<file path="src/wd_pkg.sv">
package wd_pkg;
  // ****************************************
  // counter values and bit positions
  // ****************************************
  localparam logic [2:0] FAIL_INIT = 3'h5;
  localparam logic [2:0] FAIL_MAX = 3'h7;
  localparam logic [2:0] FAIL_LIMIT = 3'h4;
  localparam int QA_MODE_BIT = 5;
  localparam int RST_EN_BIT = 3;
  localparam int TIMEOUT_BIT = 1;
  localparam int EARLY_BIT = 0;
  // ****************************************
  // timing
  // ****************************************
  localparam int CLK_MHZ = 100;
  localparam int PULSE_NS = 32000;
  localparam int PULSE_CYC = (PULSE_NS * CLK_MHZ + 999) / 1000;
  localparam int STEP_NS = 550000;
  localparam int STEP_CYC = (STEP_NS * CLK_MHZ) / 1000;
  localparam logic [6:0] WIN1_RESET = 7'h10;
  localparam logic [4:0] WIN2_RESET = 5'h10;
  // ****************************************
  // device and window states, events
  // ****************************************
  typedef enum logic [1:0] {
    ST_RESET = 2'b00,
    ST_DIAG = 2'b01,
    ST_ACTIVE = 2'b10
  } dev_state_e;
  typedef enum logic [1:0] {
    WIN_CLOSED = 2'b00,
    WIN_OPEN = 2'b01
  } win_state_e;
  typedef struct packed {
    logic good;
    logic bad;
    logic timeout;
  } wd_event_s;
endpackage

</file>
<file path="src/watchdog_fail_counter.sv">
`timescale 1ns/1ps
// How it works
// - enable output follows request when healthy
// - two modes; trigger mode after reset
// - qa select taken only in diagnostic
// - three-bit fail counter up and down
// - count five or more forces enable low
// - count four or less allows request
// - counter ignores reset-enable bit
// - good event decrements, floor zero
// - bad event increments, ceiling seven
// - timeout increments and sets timeout flag
// - load five entering diagnostic and active
// - at seven with enable, next fault resets
// - reset state reloads count to five
// - enable set at seven resets at once
// - closed-window trigger is bad, early flag
// - open-window trigger is good, restart
// - no trigger in sequence gives timeout
// - frame active blocks flag, not count
module watchdog_fail_counter import wd_pkg::*; #(
  parameter int STEP_CYCLES = STEP_CYC
) (
  input wire logic clk,
  input wire logic resetn,
  input wire logic error_trigger_input,
  input wire logic spi_cs_n,
  input wire logic [7:0] safety_function_config,
  input wire logic drive_enable_request,
  input wire logic other_drive_error,
  input wire logic qa_good,
  input wire logic qa_bad,
  input wire logic go_active,
  input wire logic status_clear,
  input wire logic [6:0] win1_steps,
  input wire logic [4:0] win2_steps,
  input wire logic reset_done,
  output logic drive_enable_out,
  output logic mcu_reset_out,
  output logic qa_mode,
  output logic [2:0] fail_count,
  output logic in_range,
  output logic [1:0] watchdog_status_reg,
  output logic [1:0] device_state
);
  // the step counter is 20 bits wide, so longer steps cannot be served
  if (STEP_CYCLES < 2 || STEP_CYCLES > 1000000) begin : g_step_check
    $error("bad STEP_CYCLES");
  end

  // ****************************************
  // input synchronisers
  // ****************************************
  logic [1:0] trig_sync_q, cs_sync_q;
  logic trig_prev_q;
  always_ff @(posedge clk or negedge resetn) begin
    if (!resetn) begin
      trig_sync_q <= 2'h0;
      cs_sync_q <= 2'h3;
      trig_prev_q <= 1'b0;
    end else begin
      trig_sync_q <= {trig_sync_q[0], error_trigger_input};
      cs_sync_q <= {cs_sync_q[0], spi_cs_n};
      trig_prev_q <= trig_sync_q[1];
    end
  end

  // ****************************************
  // trigger deglitch: high longer than pulse time then falling edge
  // ****************************************
  logic [15:0] hi_cnt_q;
  wire trig_hi = trig_sync_q[1];
  wire trig_fall = trig_prev_q && !trig_hi;
  wire long_enough = hi_cnt_q >= 16'(PULSE_CYC);
  always_ff @(posedge clk or negedge resetn) begin
    if (!resetn) begin
      hi_cnt_q <= 16'h0;
    end else if (!trig_hi) begin
      hi_cnt_q <= 16'h0;
    end else if (!long_enough) begin
      hi_cnt_q <= hi_cnt_q + 16'h1;
    end
  end

  // ****************************************
  // device state and mode
  // ****************************************
  dev_state_e state_q, state_d;
  logic qa_q;
  logic [2:0] cnt_q, cnt_d;
  wire rst_en = safety_function_config[RST_EN_BIT];
  wire cnt_at_max = cnt_q == FAIL_MAX;
  logic trig_event;
  wd_event_s ev;
  logic rst_en_q;
  wire fault = ev.bad || ev.timeout;
  // enable already set when the count reaches seven waits for the next fault,
  // while enable newly set at seven resets without one
  wire go_reset = rst_en && cnt_at_max && (fault || !rst_en_q);
  // mode output takes the same next value as qa_q, so it trails a state change by one cycle
  wire qa_d = (state_q == ST_RESET) ? 1'b0 :
    (state_q == ST_DIAG) ? safety_function_config[QA_MODE_BIT] : qa_q;
  always_comb begin
    state_d = state_q;
    case (state_q)
      ST_RESET: begin
        if (reset_done) begin
          state_d = ST_DIAG;
        end
      end
      ST_DIAG: begin
        if (go_reset) begin
          state_d = ST_RESET;
        end else if (go_active) begin
          state_d = ST_ACTIVE;
        end
      end
      ST_ACTIVE: begin
        if (go_reset) begin
          state_d = ST_RESET;
        end
      end
      default: state_d = ST_RESET;
    endcase
  end
  always_ff @(posedge clk or negedge resetn) begin
    if (!resetn) begin
      state_q <= ST_RESET;
      qa_q <= 1'b0;
      rst_en_q <= 1'b0;
    end else begin
      state_q <= state_d;
      qa_q <= qa_d;
      rst_en_q <= rst_en;
    end
  end

  // ****************************************
  // window sequencer (trigger mode)
  // ****************************************
  win_state_e win_q;
  logic [19:0] step_q;
  logic [6:0] steps_q;
  wire step_tick = step_q == 20'(STEP_CYCLES - 1);
  wire run = state_q != ST_RESET;
  wire trig_mode = !qa_q;
  wire win1_end = win_q == WIN_CLOSED && step_tick && steps_q >= win1_steps;
  wire win2_end = win_q == WIN_OPEN && step_tick && steps_q >= 7'(win2_steps) + 7'h1;
  assign trig_event = run && trig_mode && trig_fall && long_enough;
  wire early = trig_event && win_q == WIN_CLOSED;
  wire restart = trig_event || win2_end;
  always_ff @(posedge clk or negedge resetn) begin
    if (!resetn) begin
      win_q <= WIN_CLOSED;
      step_q <= 20'h0;
      steps_q <= 7'h0;
    end else if (!run || restart || win1_end) begin
      win_q <= (run && win1_end && !trig_event) ? WIN_OPEN : WIN_CLOSED;
      step_q <= 20'h0;
      steps_q <= 7'h0;
    end else begin
      step_q <= step_tick ? 20'h0 : step_q + 20'h1;
      if (step_tick) begin
        steps_q <= steps_q + 7'h1;
      end
    end
  end

  // ****************************************
  // events and fail counter
  // ****************************************
  assign ev.good = (trig_event && !early) || (run && qa_q && qa_good);
  assign ev.bad = early || (run && qa_q && qa_bad);
  assign ev.timeout = run && trig_mode && win2_end && !trig_event;
  wire entering_diag = state_q == ST_RESET && state_d == ST_DIAG;
  wire entering_active = state_q == ST_DIAG && state_d == ST_ACTIVE;
  always_comb begin
    cnt_d = cnt_q;
    if (state_q == ST_RESET || entering_diag || entering_active) begin
      cnt_d = FAIL_INIT;
    end else if (fault && !cnt_at_max) begin
      cnt_d = cnt_q + 3'h1;
    end else if (!fault && ev.good && cnt_q != 3'h0) begin
      cnt_d = cnt_q - 3'h1;
    end
  end
  logic early_q, tout_q;
  wire cs_low = !cs_sync_q[1];
  always_ff @(posedge clk or negedge resetn) begin
    if (!resetn) begin
      cnt_q <= FAIL_INIT;
      tout_q <= 1'b0;
      early_q <= 1'b0;
    end else begin
      cnt_q <= cnt_d;
      if (ev.timeout && !cs_low) begin
        tout_q <= 1'b1;
      end else if (status_clear) begin
        tout_q <= 1'b0;
      end
      if (early) begin
        early_q <= 1'b1;
      end else if (status_clear) begin
        early_q <= 1'b0;
      end
    end
  end

  // ****************************************
  // outputs, all registered
  // ****************************************
  wire ok_range = cnt_d <= FAIL_LIMIT;
  wire in_reset_d = state_d == ST_RESET;
  always_ff @(posedge clk or negedge resetn) begin
    if (!resetn) begin
      drive_enable_out <= 1'b0;
      mcu_reset_out <= 1'b0;
      in_range <= 1'b0;
      fail_count <= FAIL_INIT;
      qa_mode <= 1'b0;
      watchdog_status_reg <= 2'h0;
      device_state <= 2'h0;
    end else begin
      drive_enable_out <= ok_range && drive_enable_request && !other_drive_error
        && !in_reset_d;
      mcu_reset_out <= !in_reset_d;
      in_range <= ok_range;
      fail_count <= cnt_d;
      qa_mode <= qa_d;
      watchdog_status_reg <= {tout_q, early_q};
      device_state <= state_d;
    end
  end
endmodule

</file>
<file path="config.mk">
export PLATFORM = sky130hd
export DESIGN_NAME = watchdog_fail_counter
export DESIGN_NICKNAME = d
export VERILOG_FILES = /design/src/wd_pkg.sv /design/src/watchdog_fail_counter.sv
export SDC_FILE = /design/constraint.sdc
export NUM_CORES = 1
export LEC_CHECK = 0
export BUFFER_PORTS_ARGS = -buffer_cell sky130_fd_sc_hd__buf_4
export CAP_MARGIN = 20
export CORE_ASPECT_RATIO = 1.25
export CORE_MARGIN = 5
export CORE_UTILIZATION = 55
export DETAILED_ROUTE_END_ITERATION = 10
export HOLD_SLACK_MARGIN = 0.08
export PLACE_DENSITY = 0.73
export SLEW_MARGIN = 20
export SYNTH_ARGS = -nofsm -noshare
export SYNTH_HDL_FRONTEND = slang
export SYNTH_SLANG_ARGS = --single-unit
</file>
<file path="constraint.sdc">
create_clock -name clk -period 8.9 [get_ports clk]
set_clock_uncertainty 0.1 [all_clocks]
set_input_delay 0.445 -clock clk [delete_from_list [all_inputs] [get_ports clk]]
set_output_delay 0.445 -clock clk [all_outputs]
set_load 0.05 [all_outputs]
</file>
## Word-level counts from Yosys, hierarchy flattened

Cells that the tools add are included.

- Add/sub/neg operators: 6
- Multiply operators: 0
- Divide/modulo/power cells: 0
- Order comparisons: 4
- Equal/unequal tests: 8
- Shifts and indexed selects: 0
- Mux-type cells: 20
- Bitwise gates (word level): 0
- Reduce and logical (&&, ||, !) cells: 56

Operators by type and width:

| cell | count |
|---|---|
| $mux W20 | 2 |
| $mux W16 | 2 |
| $logic_and A1 B1 Y1 | 28 |
| $add A20 B1 Y20 const B | 1 |
| $eq A20 B16 Y1 const B | 1 |
| $add A16 B1 Y16 const B | 1 |
| $ge A16 B12 Y1 const B | 1 |
| $mux W7 | 2 |
| $logic_not A1 Y1 | 10 |
| $reduce_bool A2 Y1 | 5 |
| $logic_or A1 B1 Y1 | 9 |
| $mux W3 | 3 |
| $mux W2 | 4 |
| $add A7 B1 Y7 const B | 1 |
| $ge A7 B6 Y1 | 1 |
| $ge A7 B7 Y1 | 1 |
| $add A5 B1 Y6 const B | 1 |
| $eq A2 B1 Y1 const B | 3 |
| $logic_not A2 Y1 | 3 |
| $mux W1 | 6 |
| $pmux W2 S3 | 1 |
| $eq A2 B2 Y1 const B | 2 |
| $add A3 B1 Y3 const B | 1 |
| $eq A3 B3 Y1 const B | 1 |
| 4 further kinds | 4 |

- Register bits after elaboration: 64
- Bits in latches: 0
- Bits in writable memories: 0
- ROM bits: 0
- Input port bits: 31
- Word-level logic and storage cells: 111
- Memories kept: 0

## Longest topological paths before layout

Gate-level depths: netlist of run 1.

- Word-level depth: 20
- Mapped depth: 11
- Mapped depth without buffers: 11

## Least setup slack after synthesis of run 1

Ideal clock, no wire load.

- Path kind: reg2reg
- Start point: register fail_count[0] (netlist name)
- End point: register drive_enable_out
- Setup time: 0.121 ns
- Data arrival time: 2.841 ns
- Path slack: 5.838 ns
- Cell stages (with the launch flop): 11
- Buffers on the path: 0
- Cell sequence: dfstp_2 -> inv_1 -> ha_1 -> ha_1 -> nand2b_1 -> or4_1 -> o22ai_1 -> mux2_2 -> mux2i_1 -> a21boi_2 -> and4b_1

RTL lines:

| item | line | RTL |
|---|---|---|
| to (signal assigned) | watchdog_fail_counter.sv:224 | `drive_enable_out <= ok_range && drive_enable_request && !other_drive_error` |
| to (decl) | watchdog_fail_counter.sv:38 | `output logic drive_enable_out,` |

==> flow_metrics.tcl, run 1 <==
set metrics [dict create \
    critPathMaxFanout 7 \
    tightest_slew_ps 788 \
    die_w_um 80.0 \
    grt_overflow_total 0 \
    grt_max_degree 64 \
    route.detailed.drc 0 \
    dp_worst_setup_slack_ps 5760 \
    drive_gt1_share_pct 17.0 \
    rsz0062_at_grt "no" \
    power_density_nw_per_um2 199 \
    synth-seq-area-share_pct 46.9 \
    max_freq_mhz 314 \
    place.gp.congestion 0.789 \
    start_util_pct 55.4 \
    crit_type "reg -> reg" \
    netlist_area_um2 3370 \
    final-max-slew-violation-count 0 \
    std_cell_rows 32 \
    synth_top_area_cell "dfrtp_1" \
    wl_um 6330 \
    avgSynthCellArea_um2 10.0 \
    final_nets 430 \
    holdCritPathClass "in -> async" \
    synth_top_flop_cell "dfrtp_1" \
    dp_hpwl_um 4710 \
    cp-start-kind "flop" \
    hold_viol 0 \
    maxCapViolations 0 \
    diodes 0 \
    cts_root_buf "clkbuf_8" \
    synthTopCellsByArea "dfrtp_1, ha_1, xnor2_1, and2_1, nor2_1" \
    synth_most_common_cell "dfrtp_1" \
    cp.arrival_ps 3310 \
    cts_resized 0 \
    die_y_um 97.5 \
    wire_per_inst_um 13.5 \
    syn2layout_area_growth_pct 16.2 \
    coreArea_um2 6090 \
    grtUsageTotal_pct 18.4 \
    async_flop_share_pct 100 \
    reg_top3 "step_q (20), hi_cnt_q (16), steps_q (7)" \
    synthCells 336 \
    status "complete, no violations" \
    finalCriticalPeriod_ps 3190 \
    cts.path.max_buffers 2 \
    largest_reg_flops 20 \
    ir_drop_uv 118 \
    power_leakage_uw 0.00181 \
    antenna_found_initial 0 \
    cts_made_buffers 9 \
    ioPinCount 42 \
    slew_headroom_pct 47.3 \
    port_buffers 35 \
    clk_latency_ps 330 \
    grt_pass1_wl_um 11500 \
    first_pass_iters 4 \
    path_clk_slew_ps 80 \
    timing.final.ws_setup_ps 5710 \
    largest-register "step_q" \
    cts_tree "yes" \
    h-tree-depth 3 \
    postCtsHoldBufs 0 \
    via_per_inst 5.35 \
    tns_ps 0 \
    via_count 2500 \
    cts.sinks 63 \
    setup_viol 0 \
    yosysTopAreaCellShare_pct 43.8 \
    grt_pass1_vias 2627 \
    holdWs_ps 88.3 \
    syn_nets 389 \
    ys_ff_latch 63 \
    netlist-cell-type-count 56 \
    die_area_um2 7800 \
    endpoint_kind "flop" \
    cp.required_ps 9030 \
    synth_edf_count 0 \
    drtIter0Drc 71 \
    finalCritPeriodShare_pct 35.8 \
    drtAntennaViolNets 0 \
    post-cts-setup-buffer-count 0 \
    synth_warnings 0 \
    reg2reg_depth 10 \
    synth_commonest_cells "dfrtp_1, nor2_1, xnor2_1, ha_1, inv_1" \
    fill_cells 515 \
]
final timing paths:
check,slack (ps),endpoint,from
worst min register to register,250,trig_sync_q[1],trig_sync_q[0]
max in group asynchronous,8110,hi_cnt_q[7],resetn
min in group clk,120,trig_sync_q[0],error_trigger_input
worst min-delay path,90,hi_cnt_q[10],resetn
worst max-delay path,5710,drive_enable_out,fail_count[0]
worst max register to register,5710,drive_enable_out,fail_count[0]
metal layers:
layer	GRT usage (%)	wire [µm]	up-vias
met3	3.43	153	9
met5	0	0	-
met1	22.4	2680	1221
li1	-	-	1243
met2	31.6	3390	27
met4	7.41	103	0
metrics by stage:
stage               std cells  utilization (%)  power (µW)  instance area, µm²
global route              467             64.4         822                3920
CTS                       467             64.4         788                3920
detailed placement        451             61.1         541                3720
global placement          451             61.1         535                3720
finish                    467             64.4         778                3920
floorplan                 336                -         480                3370
layout by cell type, fill, tap and decap left out, types with 11 or more instances in the layout:
| cell type | netlist | routed |
|---|---|---|
| nor2_1 | 34 | 34 |
| ha_1 | 22 | 22 |
| and2_1 | 21 | 21 |
| inv_1 | 22 | 22 |
| dfrtp_1 | 59 | 59 |
| nand2_1 | 19 | 19 |
| xnor2_1 | 24 | 24 |
| nand3_1 | 20 | 20 |
| xor2_1 | 11 | 11 |
| buf_4 | 0 | 35 |
critical path, stage by stage (launching register included):
cell and delay (ps):
dfstp_2 580, inv_1 90, ha_1 210, ha_1 210, nand2b_1 140, or4_1 410
o22ai_1 490, mux2_2 400, mux2i_1 180, a21boi_2 90, and4b_1 190
logic make-up after synthesis:
| group | share of synthesized area [%] |
|---|---|
| flops | 46.9 |
| buf+inv | 3.19 |
| simple gates | 22.4 |
| xor+xnor | 9.09 |
| compound gates | 9.32 |
| mux | 0.928 |
| fa+ha+maj | 8.17 |
area by class of cell:
cell class              instances  area [µm²]  share of cell area, %
well taps                      85         106                   2.71
clock inverters                 5        57.6                   1.47
multi-input cells             245        1680                   42.9
inverters                      23        86.3                   2.20
clock buffers                  11         141                   3.61
repair buffers                 35         263                   6.71
flip-flops and latches         63        1580                   40.4
power by group:
part,total (µW),switching [µW],internal (µW),leakage (µW)
logic,201,130,70.9,0.000870
registers,331,24.1,307,0.000846
clock network,246,109,137,0.0000916
total,778,264,515,0.00181
Note: power is estimated with default switching activity, not from simulation.
==> run 2: changes to the inputs <==
--- a/config.mk
+++ b/config.mk
@@ -9,7 +9,7 @@
 export CAP_MARGIN = 20
 export CORE_ASPECT_RATIO = 1.25
 export CORE_MARGIN = 5
-export CORE_UTILIZATION = 55
+export CORE_UTILIZATION = 52
 export DETAILED_ROUTE_END_ITERATION = 10
 export HOLD_SLACK_MARGIN = 0.08
 export PLACE_DENSITY = 0.73
==> constraint.sdc (replaced) <==
create_clock -name clk -period 2.79 [get_ports clk]
set_clock_uncertainty 0.1 [all_clocks]
set_input_delay 0.1395 -clock clk [delete_from_list [all_inputs] [get_ports clk]]
set_output_delay 0.1395 -clock clk [all_outputs]
set_load 0.05 [all_outputs]
==> run 2 against run 1 <==
Via count grew 1.7%. Critical path depth unchanged. Non-clock buffer count rose by 17. First-iteration DRC count up 120%. Global-route usage shrank 0.81 points. Sequential power grew to 3.2 times the previous value. Clock power rose to 3.6 times the previous value. Total power rose to 3.4 times the previous value. Cell count grew 3.6%. Worst setup slack worse by 5500 ps. Cell area increased by 5.7%. Critical endpoint unchanged. Largest power group unchanged. Highest routed layer unchanged.
==> flow_metrics.tcl, run 2 (synthesis results as in run 1) <==
set metrics [dict create \
    p_sw_uw 869 \
    syn2layout_area_growth_pct 22.8 \
    cts_tree "yes" \
    place.gp.congestion 0.794 \
    tns_ps 0 \
    sw_frac_of_total_pct 32.8 \
    clk_latency_ps 340 \
    cp_slowest_cell "dfstp_2" \
    hold_viol 0 \
    grt_pass1_vias 2571 \
    crit_type "reg -> reg" \
    cp.arrival_ps 2730 \
    setup_viol 0 \
    grt_pass1_wl_um 11300 \
    cts_made_buffers 9 \
    ioPinCount 42 \
    h-tree-depth 3 \
    cp-start-kind "flop" \
    diodes 0 \
    die_w_um 82.0 \
    crit_top_cell "ha_4" \
    max_freq_mhz 383 \
    largest_reg_flops 20 \
    rsz0062_at_grt "no" \
    grtUsageTotal_pct 17.6 \
    grt_overflow_total 0 \
    die_area_um2 8200 \
    via_per_inst 5.25 \
    wire_per_inst_um 13.7 \
    tightest_slew_ps 798 \
    finalCritPeriodShare_pct 93.6 \
    r2r-end "drive_enable_out" \
    port_buffers 35 \
    cts_resized 0 \
    final-max-slew-violation-count 0 \
    rrSetupSlack_ps 180 \
    dp_hpwl_um 4750 \
    grt_max_degree 64 \
    pwr-share-comb_pct 26.8 \
    first_pass_iters 4 \
    power_density_nw_per_um2 639 \
    reg_top3 "step_q (20), hi_cnt_q (16), steps_q (7)" \
    cp_cell_sequence "inv_2 > ha_4 > ha_4 > nand2b_1 > or4_4 > o22ai_4 > mux2_4 > mux2i_1 > a21boi_2 > and4b_1" \
    dp_worst_setup_slack_ps 129 \
    multi_input_area_um2 1730 \
    drtAntennaViolNets 0 \
    holdCritPathClass "reg -> reg" \
    path_clk_slew_ps 80 \
    layout_commonest_cell "dfrtp_1" \
    route.detailed.drc 0 \
    status "complete, no violations" \
    largest-register "step_q" \
    drtIter0Drc 153 \
    antenna_found_initial 0 \
    cts.path.max_buffers 2 \
    regArea_um2 1580 \
    cts.sinks 63 \
    cp.required_ps 2910 \
    coreArea_um2 6250 \
    post-cts-setup-buffer-count 0 \
    die_y_um 100 \
    min_from "trig_sync_q[0]" \
    std_cell_rows 32 \
    final_nets 447 \
    rr_startpoint "fail_count[0]" \
    p_int_uw 1780 \
    critPathMaxStageDelay_ps 580 \
    critPathMaxFanout 5 \
    timing.final.ws_setup_ps 180 \
    min_to "trig_sync_q[1]" \
    maxCapViolations 0 \
    holdPathStages 0 \
    drive_gt1_share_pct 19.8 \
    cts_root_buf "clkbuf_8" \
    endpoint_kind "flop" \
    fill_cells 509 \
    start_util_pct 54.0 \
    final_cell_mix "dfrtp_1, buf_4, nor2_1" \
    power_leakage_uw 0.00191 \
    p_seq_share_pct 39.9 \
    wl_um 6610 \
    reg2reg_depth 10 \
    finalCriticalPeriod_ps 2610 \
    via_count 2542 \
    clkPwrFrac_pct 33.2 \
    slew_headroom_pct 46.8 \
    ir_drop_uv 375 \
]
run 2: cell types whose count changed in the layout (fill, tap and decap cells not counted), sizes merged:
| cell | change |
|---|---|
| buf | +7 |
| bufinv | +1 |
| clkbuf | -1 |
| clkinv | +3 |
| clkinvlp | -3 |
| dlygate4sd3 | +10 |
run 2: repair_timing:
item	4_1_cts	5_1_grt
endpoints found under the hold margin	69	0
endpoints found under the setup margin	0	0
hold buffers	10	0
run 2: stage by stage:
stage                     instances  cell area, µm²  utilization, %  total power (µW)  hold slack, ps
after floorplan                 336            3420               -              1550            -256
after global placement          458            3820            61.1              1760             148
after detailed placement        458            3820            61.1              1780             149
after CTS                       484            4140            66.3              2680             253
after global routing            484            4140            66.3              2800             269
final                           484            4140            66.3              2650             252
run 2: worst max-delay path, delay by kind of cell, from the launching register on:
family                   cells  cell delay, ps
adder cells (fa/ha/maj)      2             320
AO/OA/AOI/OAI                2             220
multiplexers                 2             460
flip-flops                   1             580
AND/OR/NAND/NOR              3             740
buffers and inverters        1              70
run 2: power by group through the flow:
stage,Clock (µW),Sequential [µW],Combinational [µW]
3_5_place_dp,0,1070,707
4_1_cts,903,1060,720
5_1_grt,944,1070,783
2_1_floorplan,0,1180,373
3_3_place_gp,0,1070,691
6_report,880,1060,711
run 2: routing by layer:
metal | track usage [%] | up-vias | share of wire (%)
li1 | - | 1276 | -
met1 | 21.5 | 1233 | 45
met2 | 30.6 | 23 | 52
met3 | 2.78 | 10 | 2.4
met4 | 6.91 | 0 | 1.3
met5 | 0 | - | 0
run 2: cell type report:
class	count	share of cell area [%]
multi-input cells	245	41.7
clock inverters	6	2.02
repair buffers	52	10.0
clock buffers	10	3.32
well taps	85	2.57
inverters	23	2.09
flip-flops and latches	63	38.2
run 2: how the worst max path moves through the flow:
| stage | startpoint | to | slack (ps) | depth (start not counted) |
|---|---|---|---|---|
| 2_1_floorplan | fail_count[0] | drive_enable_out | 7 | 10 |
| 3_3_place_gp | win2_steps[0] | drive_enable_out | 190 | 12 |
| 3_5_place_dp | win2_steps[0] | drive_enable_out | 130 | 12 |
| 4_1_cts | fail_count[0] | drive_enable_out | 150 | 10 |
| 5_1_grt | fail_count[0] | drive_enable_out | 70 | 10 |
| 6_report | fail_count[0] | drive_enable_out | 180 | 10 |
==> run 3: changes to the inputs <==
--- a/config.mk
+++ b/config.mk
@@ -5,11 +5,12 @@
 export SDC_FILE = /design/constraint.sdc
 export NUM_CORES = 1
 export LEC_CHECK = 0
+export ABC_AREA = 1
 export BUFFER_PORTS_ARGS = -buffer_cell sky130_fd_sc_hd__buf_4
 export CAP_MARGIN = 20
 export CORE_ASPECT_RATIO = 1.25
 export CORE_MARGIN = 5
-export CORE_UTILIZATION = 52
+export CORE_UTILIZATION = 55
 export DETAILED_ROUTE_END_ITERATION = 10
 export HOLD_SLACK_MARGIN = 0.08
 export PLACE_DENSITY = 0.73
==> constraint.sdc (replaced) <==
create_clock -name clk -period 3 [get_ports clk]
set_clock_uncertainty 0.1 [all_clocks]
set_input_delay 0.15 -clock clk [delete_from_list [all_inputs] [get_ports clk]]
set_output_delay 0.15 -clock clk [all_outputs]
set_load 0.05 [all_outputs]
==> run 3 against run 2 <==
Area after synthesis is 5.6% higher. Cell area is 1.9% higher. Total power is 7.0% lower. Clock power is 24% lower. Highest routed layer unchanged.
==> flow_metrics.tcl, run 3 <==
set metrics [dict create \
    synthTopCellsByArea "dfrtp_1, ha_1, nand2_1, inv_1, nor2_1" \
    netlist_area_um2 3560 \
    timing.final.ws_setup_ps 575 \
    holdCritPathClass "reg -> reg" \
    cts_tree "yes" \
    synthCells 424 \
    synth-compound-area-share_pct 7.41 \
    drtIter0Drc 93 \
    coreArea_um2 6250 \
    maxCapViolations 0 \
    antenna_found_initial 0 \
    grtUsageTotal_pct 18.8 \
    start_util_pct 57.0 \
    synth-seq-area-share_pct 44.4 \
    endpoint_kind "flop" \
    largest_reg_flops 20 \
    avgSynthCellArea_um2 8.40 \
    cp.required_ps 3130 \
    cp_slowest_cell "dlygate4sd3_1" \
    final_nets 533 \
    min_to "trig_sync_q[1]" \
    reg_top3 "step_q (20), hi_cnt_q (16), steps_q (7)" \
    path_clk_slew_ps 70 \
    p_sw_uw 953 \
    synth_commonest_cells "nand2_1, inv_1, dfrtp_1, nor2_1" \
    cts.sinks 63 \
    crit_type "reg -> reg" \
    yosys.area_share.simple_pct 27.1 \
    final_area_um2 4220 \
    ioPinCount 42 \
    dp_hpwl_um 4950 \
    multi_input_area_um2 1680 \
    top_layer_used "met4" \
    grt_overflow_total 0 \
    ir_drop_uv 519 \
    power_density_nw_per_um2 584 \
    critPathMaxStageDelay_ps 550 \
    pwr-share-comb_pct 32.2 \
    async_flop_share_pct 100 \
    route.detailed.drc 0 \
    place.gp.congestion 0.813 \
    drtAntennaViolNets 0 \
    syn2layout_area_growth_pct 18.5 \
    detailed_place.area_um2 3930 \
    power_leakage_uw 0.00212 \
    synthXorXnorAreaFrac_pct 4.92 \
    port_buffers 35 \
    slew_headroom_pct 48.3 \
    cp_num_buf_inv 1 \
    max_freq_mhz 412 \
    wire_per_inst_um 11.7 \
    die_w_um 82.0 \
    clkPwrFrac_pct 27.3 \
    synth_top_flop_cell "dfrtp_1" \
    wl_met1_um 2890 \
    synth_most_common_cell "nand2_1" \
    regArea_um2 1580 \
    via_count 2827 \
    synthMuxAreaShare_pct 0 \
    cts_root_buf "clkbuf_8" \
    crit_top_cell "nand2_1" \
    rsz0062_at_grt "no" \
    cts.path.max_buffers 2 \
    die_area_um2 8190 \
    netlist-cell-type-count 38 \
    via_per_inst 4.96 \
    syn_nets 477 \
    route.met2.wl_um 3430 \
    rr_startpoint "steps_q[2]" \
    finalCritPeriodShare_pct 80.8 \
    fill_cells 527 \
    p_int_uw 1510 \
    dp.cells 543 \
    critPathMaxFanout 6 \
    die_y_um 100 \
    finalPower_uw 2460 \
    diodes 0 \
    h-tree-depth 3 \
    yosysTopAreaCellShare_pct 41.5 \
    grt_max_degree 64 \
    ys_ff_latch 63 \
    dp_worst_setup_slack_ps 581 \
    wl_met3_um 254 \
    cp_cell_sequence "ha_1 > nand2_1 > o21ai_0 > nand2_1 > nand2_1 > nand3_4 > nand3_2 > nand2_2 > nand3_1 > nand2_1 > dlygate4sd3_1" \
    final_cell_mix "nand2_1, inv_1, dfrtp_1" \
    cts_made_buffers 9 \
    final_cells 570 \
    std_cell_rows 32 \
    tightest_slew_ps 775 \
    min_from "trig_sync_q[0]" \
    hold_viol 0 \
    synth_top_area_cell "dfrtp_1" \
    layout_commonest_cell "nand2_1" \
    status "complete, no violations" \
    worst-path-stages 11 \
    cp-start-kind "flop" \
    synth_top_family_by_area "simple AND/OR/NAND/NOR gates" \
    tns_ps 0 \
    drive_gt1_share_pct 21.6 \
    synth_warnings 0 \
    grt_pass1_vias 2873 \
    path_delay_family "simple AND/OR/NAND/NOR gates" \
    r2r-end "device_state[0]" \
    setup_viol 0 \
    grt_pass1_wl_um 12200 \
    synth_edf_count 0 \
    cp.arrival_ps 2550 \
    holdPathStages 0 \
    reg2reg_depth 11 \
    finalCriticalPeriod_ps 2430 \
    cts_resized 0 \
    sw_frac_of_total_pct 38.7 \
    first_pass_iters 4 \
    final-max-slew-violation-count 0 \
    largest-register "step_q" \
    p_seq_share_pct 40.5 \
    wl_um 6660 \
    rrSetupSlack_ps 570 \
    clk_latency_ps 340 \
    synthAdderAreaFrac_pct 7.73 \
]
==> run 3: what timing repair did <==
action / in CTS / in global routing
setup buffers: 0 / 0
endpoints found under the hold margin: 68 / 0
hold buffers: 11 / 0
==> run 3: area by class of cell <==
class / count / area share, %
Tap cell: 85 / 2.52
Clock inverter: 6 / 1.04
Inverter: 78 / 6.94
Sequential cell: 63 / 37.5
Clock buffer: 10 / 3.26
Timing Repair Buffer: 47 / 9.01
Multi-Input combinational cell: 281 / 39.8
==> run 3: power by group through the flow <==
stage	sequential (µW)	combinational (µW)	clock (µW)
2_1_floorplan	1150	416	0
5_1_grt	1010	888	731
3_3_place_gp	1010	766	0
4_1_cts	996	802	692
3_5_place_dp	1010	780	0
6_report	997	793	673
==> run 3: how the worst max path moves through the flow <==
stage,startpoint,end,slack (ps)
after floorplan,win2_steps[0],drive_enable_out,960
after global placement,win2_steps[0],steps_q[0],650
after detailed placement,win2_steps[0],steps_q[0],580
after CTS,trig_sync_q[1],device_state[0],580
after global routing,steps_q[2],device_state[0],390
final,steps_q[2],device_state[0],570
==> run 3: cells by family (layout without fill, tap and decap cells) <==
group / after synthesis / after routing
XOR/XNOR: 20 / 20
adder cells (fa/ha/maj): 22 / 22
buffers and inverters: 80 / 141
flip-flops: 63 / 63
AND/OR/NAND/NOR: 195 / 195
AO/OA/AOI/OAI: 44 / 44
==> run 3: through the flow <==
step | util, % | hold WS (ps)
after global routing | 67.6 | 267
after floorplan | - | -246
after global placement | 62.9 | 159
after CTS | 67.6 | 257
after detailed placement | 62.9 | 159
final | 67.6 | 256
==> run 3: per-layer routing <==
metal  GRT usage [%]  up-vias
li1                -     1453
met1            22.7     1324
met2            31.7       41
met3            3.95        9
met4            8.70        0
met5               0        -
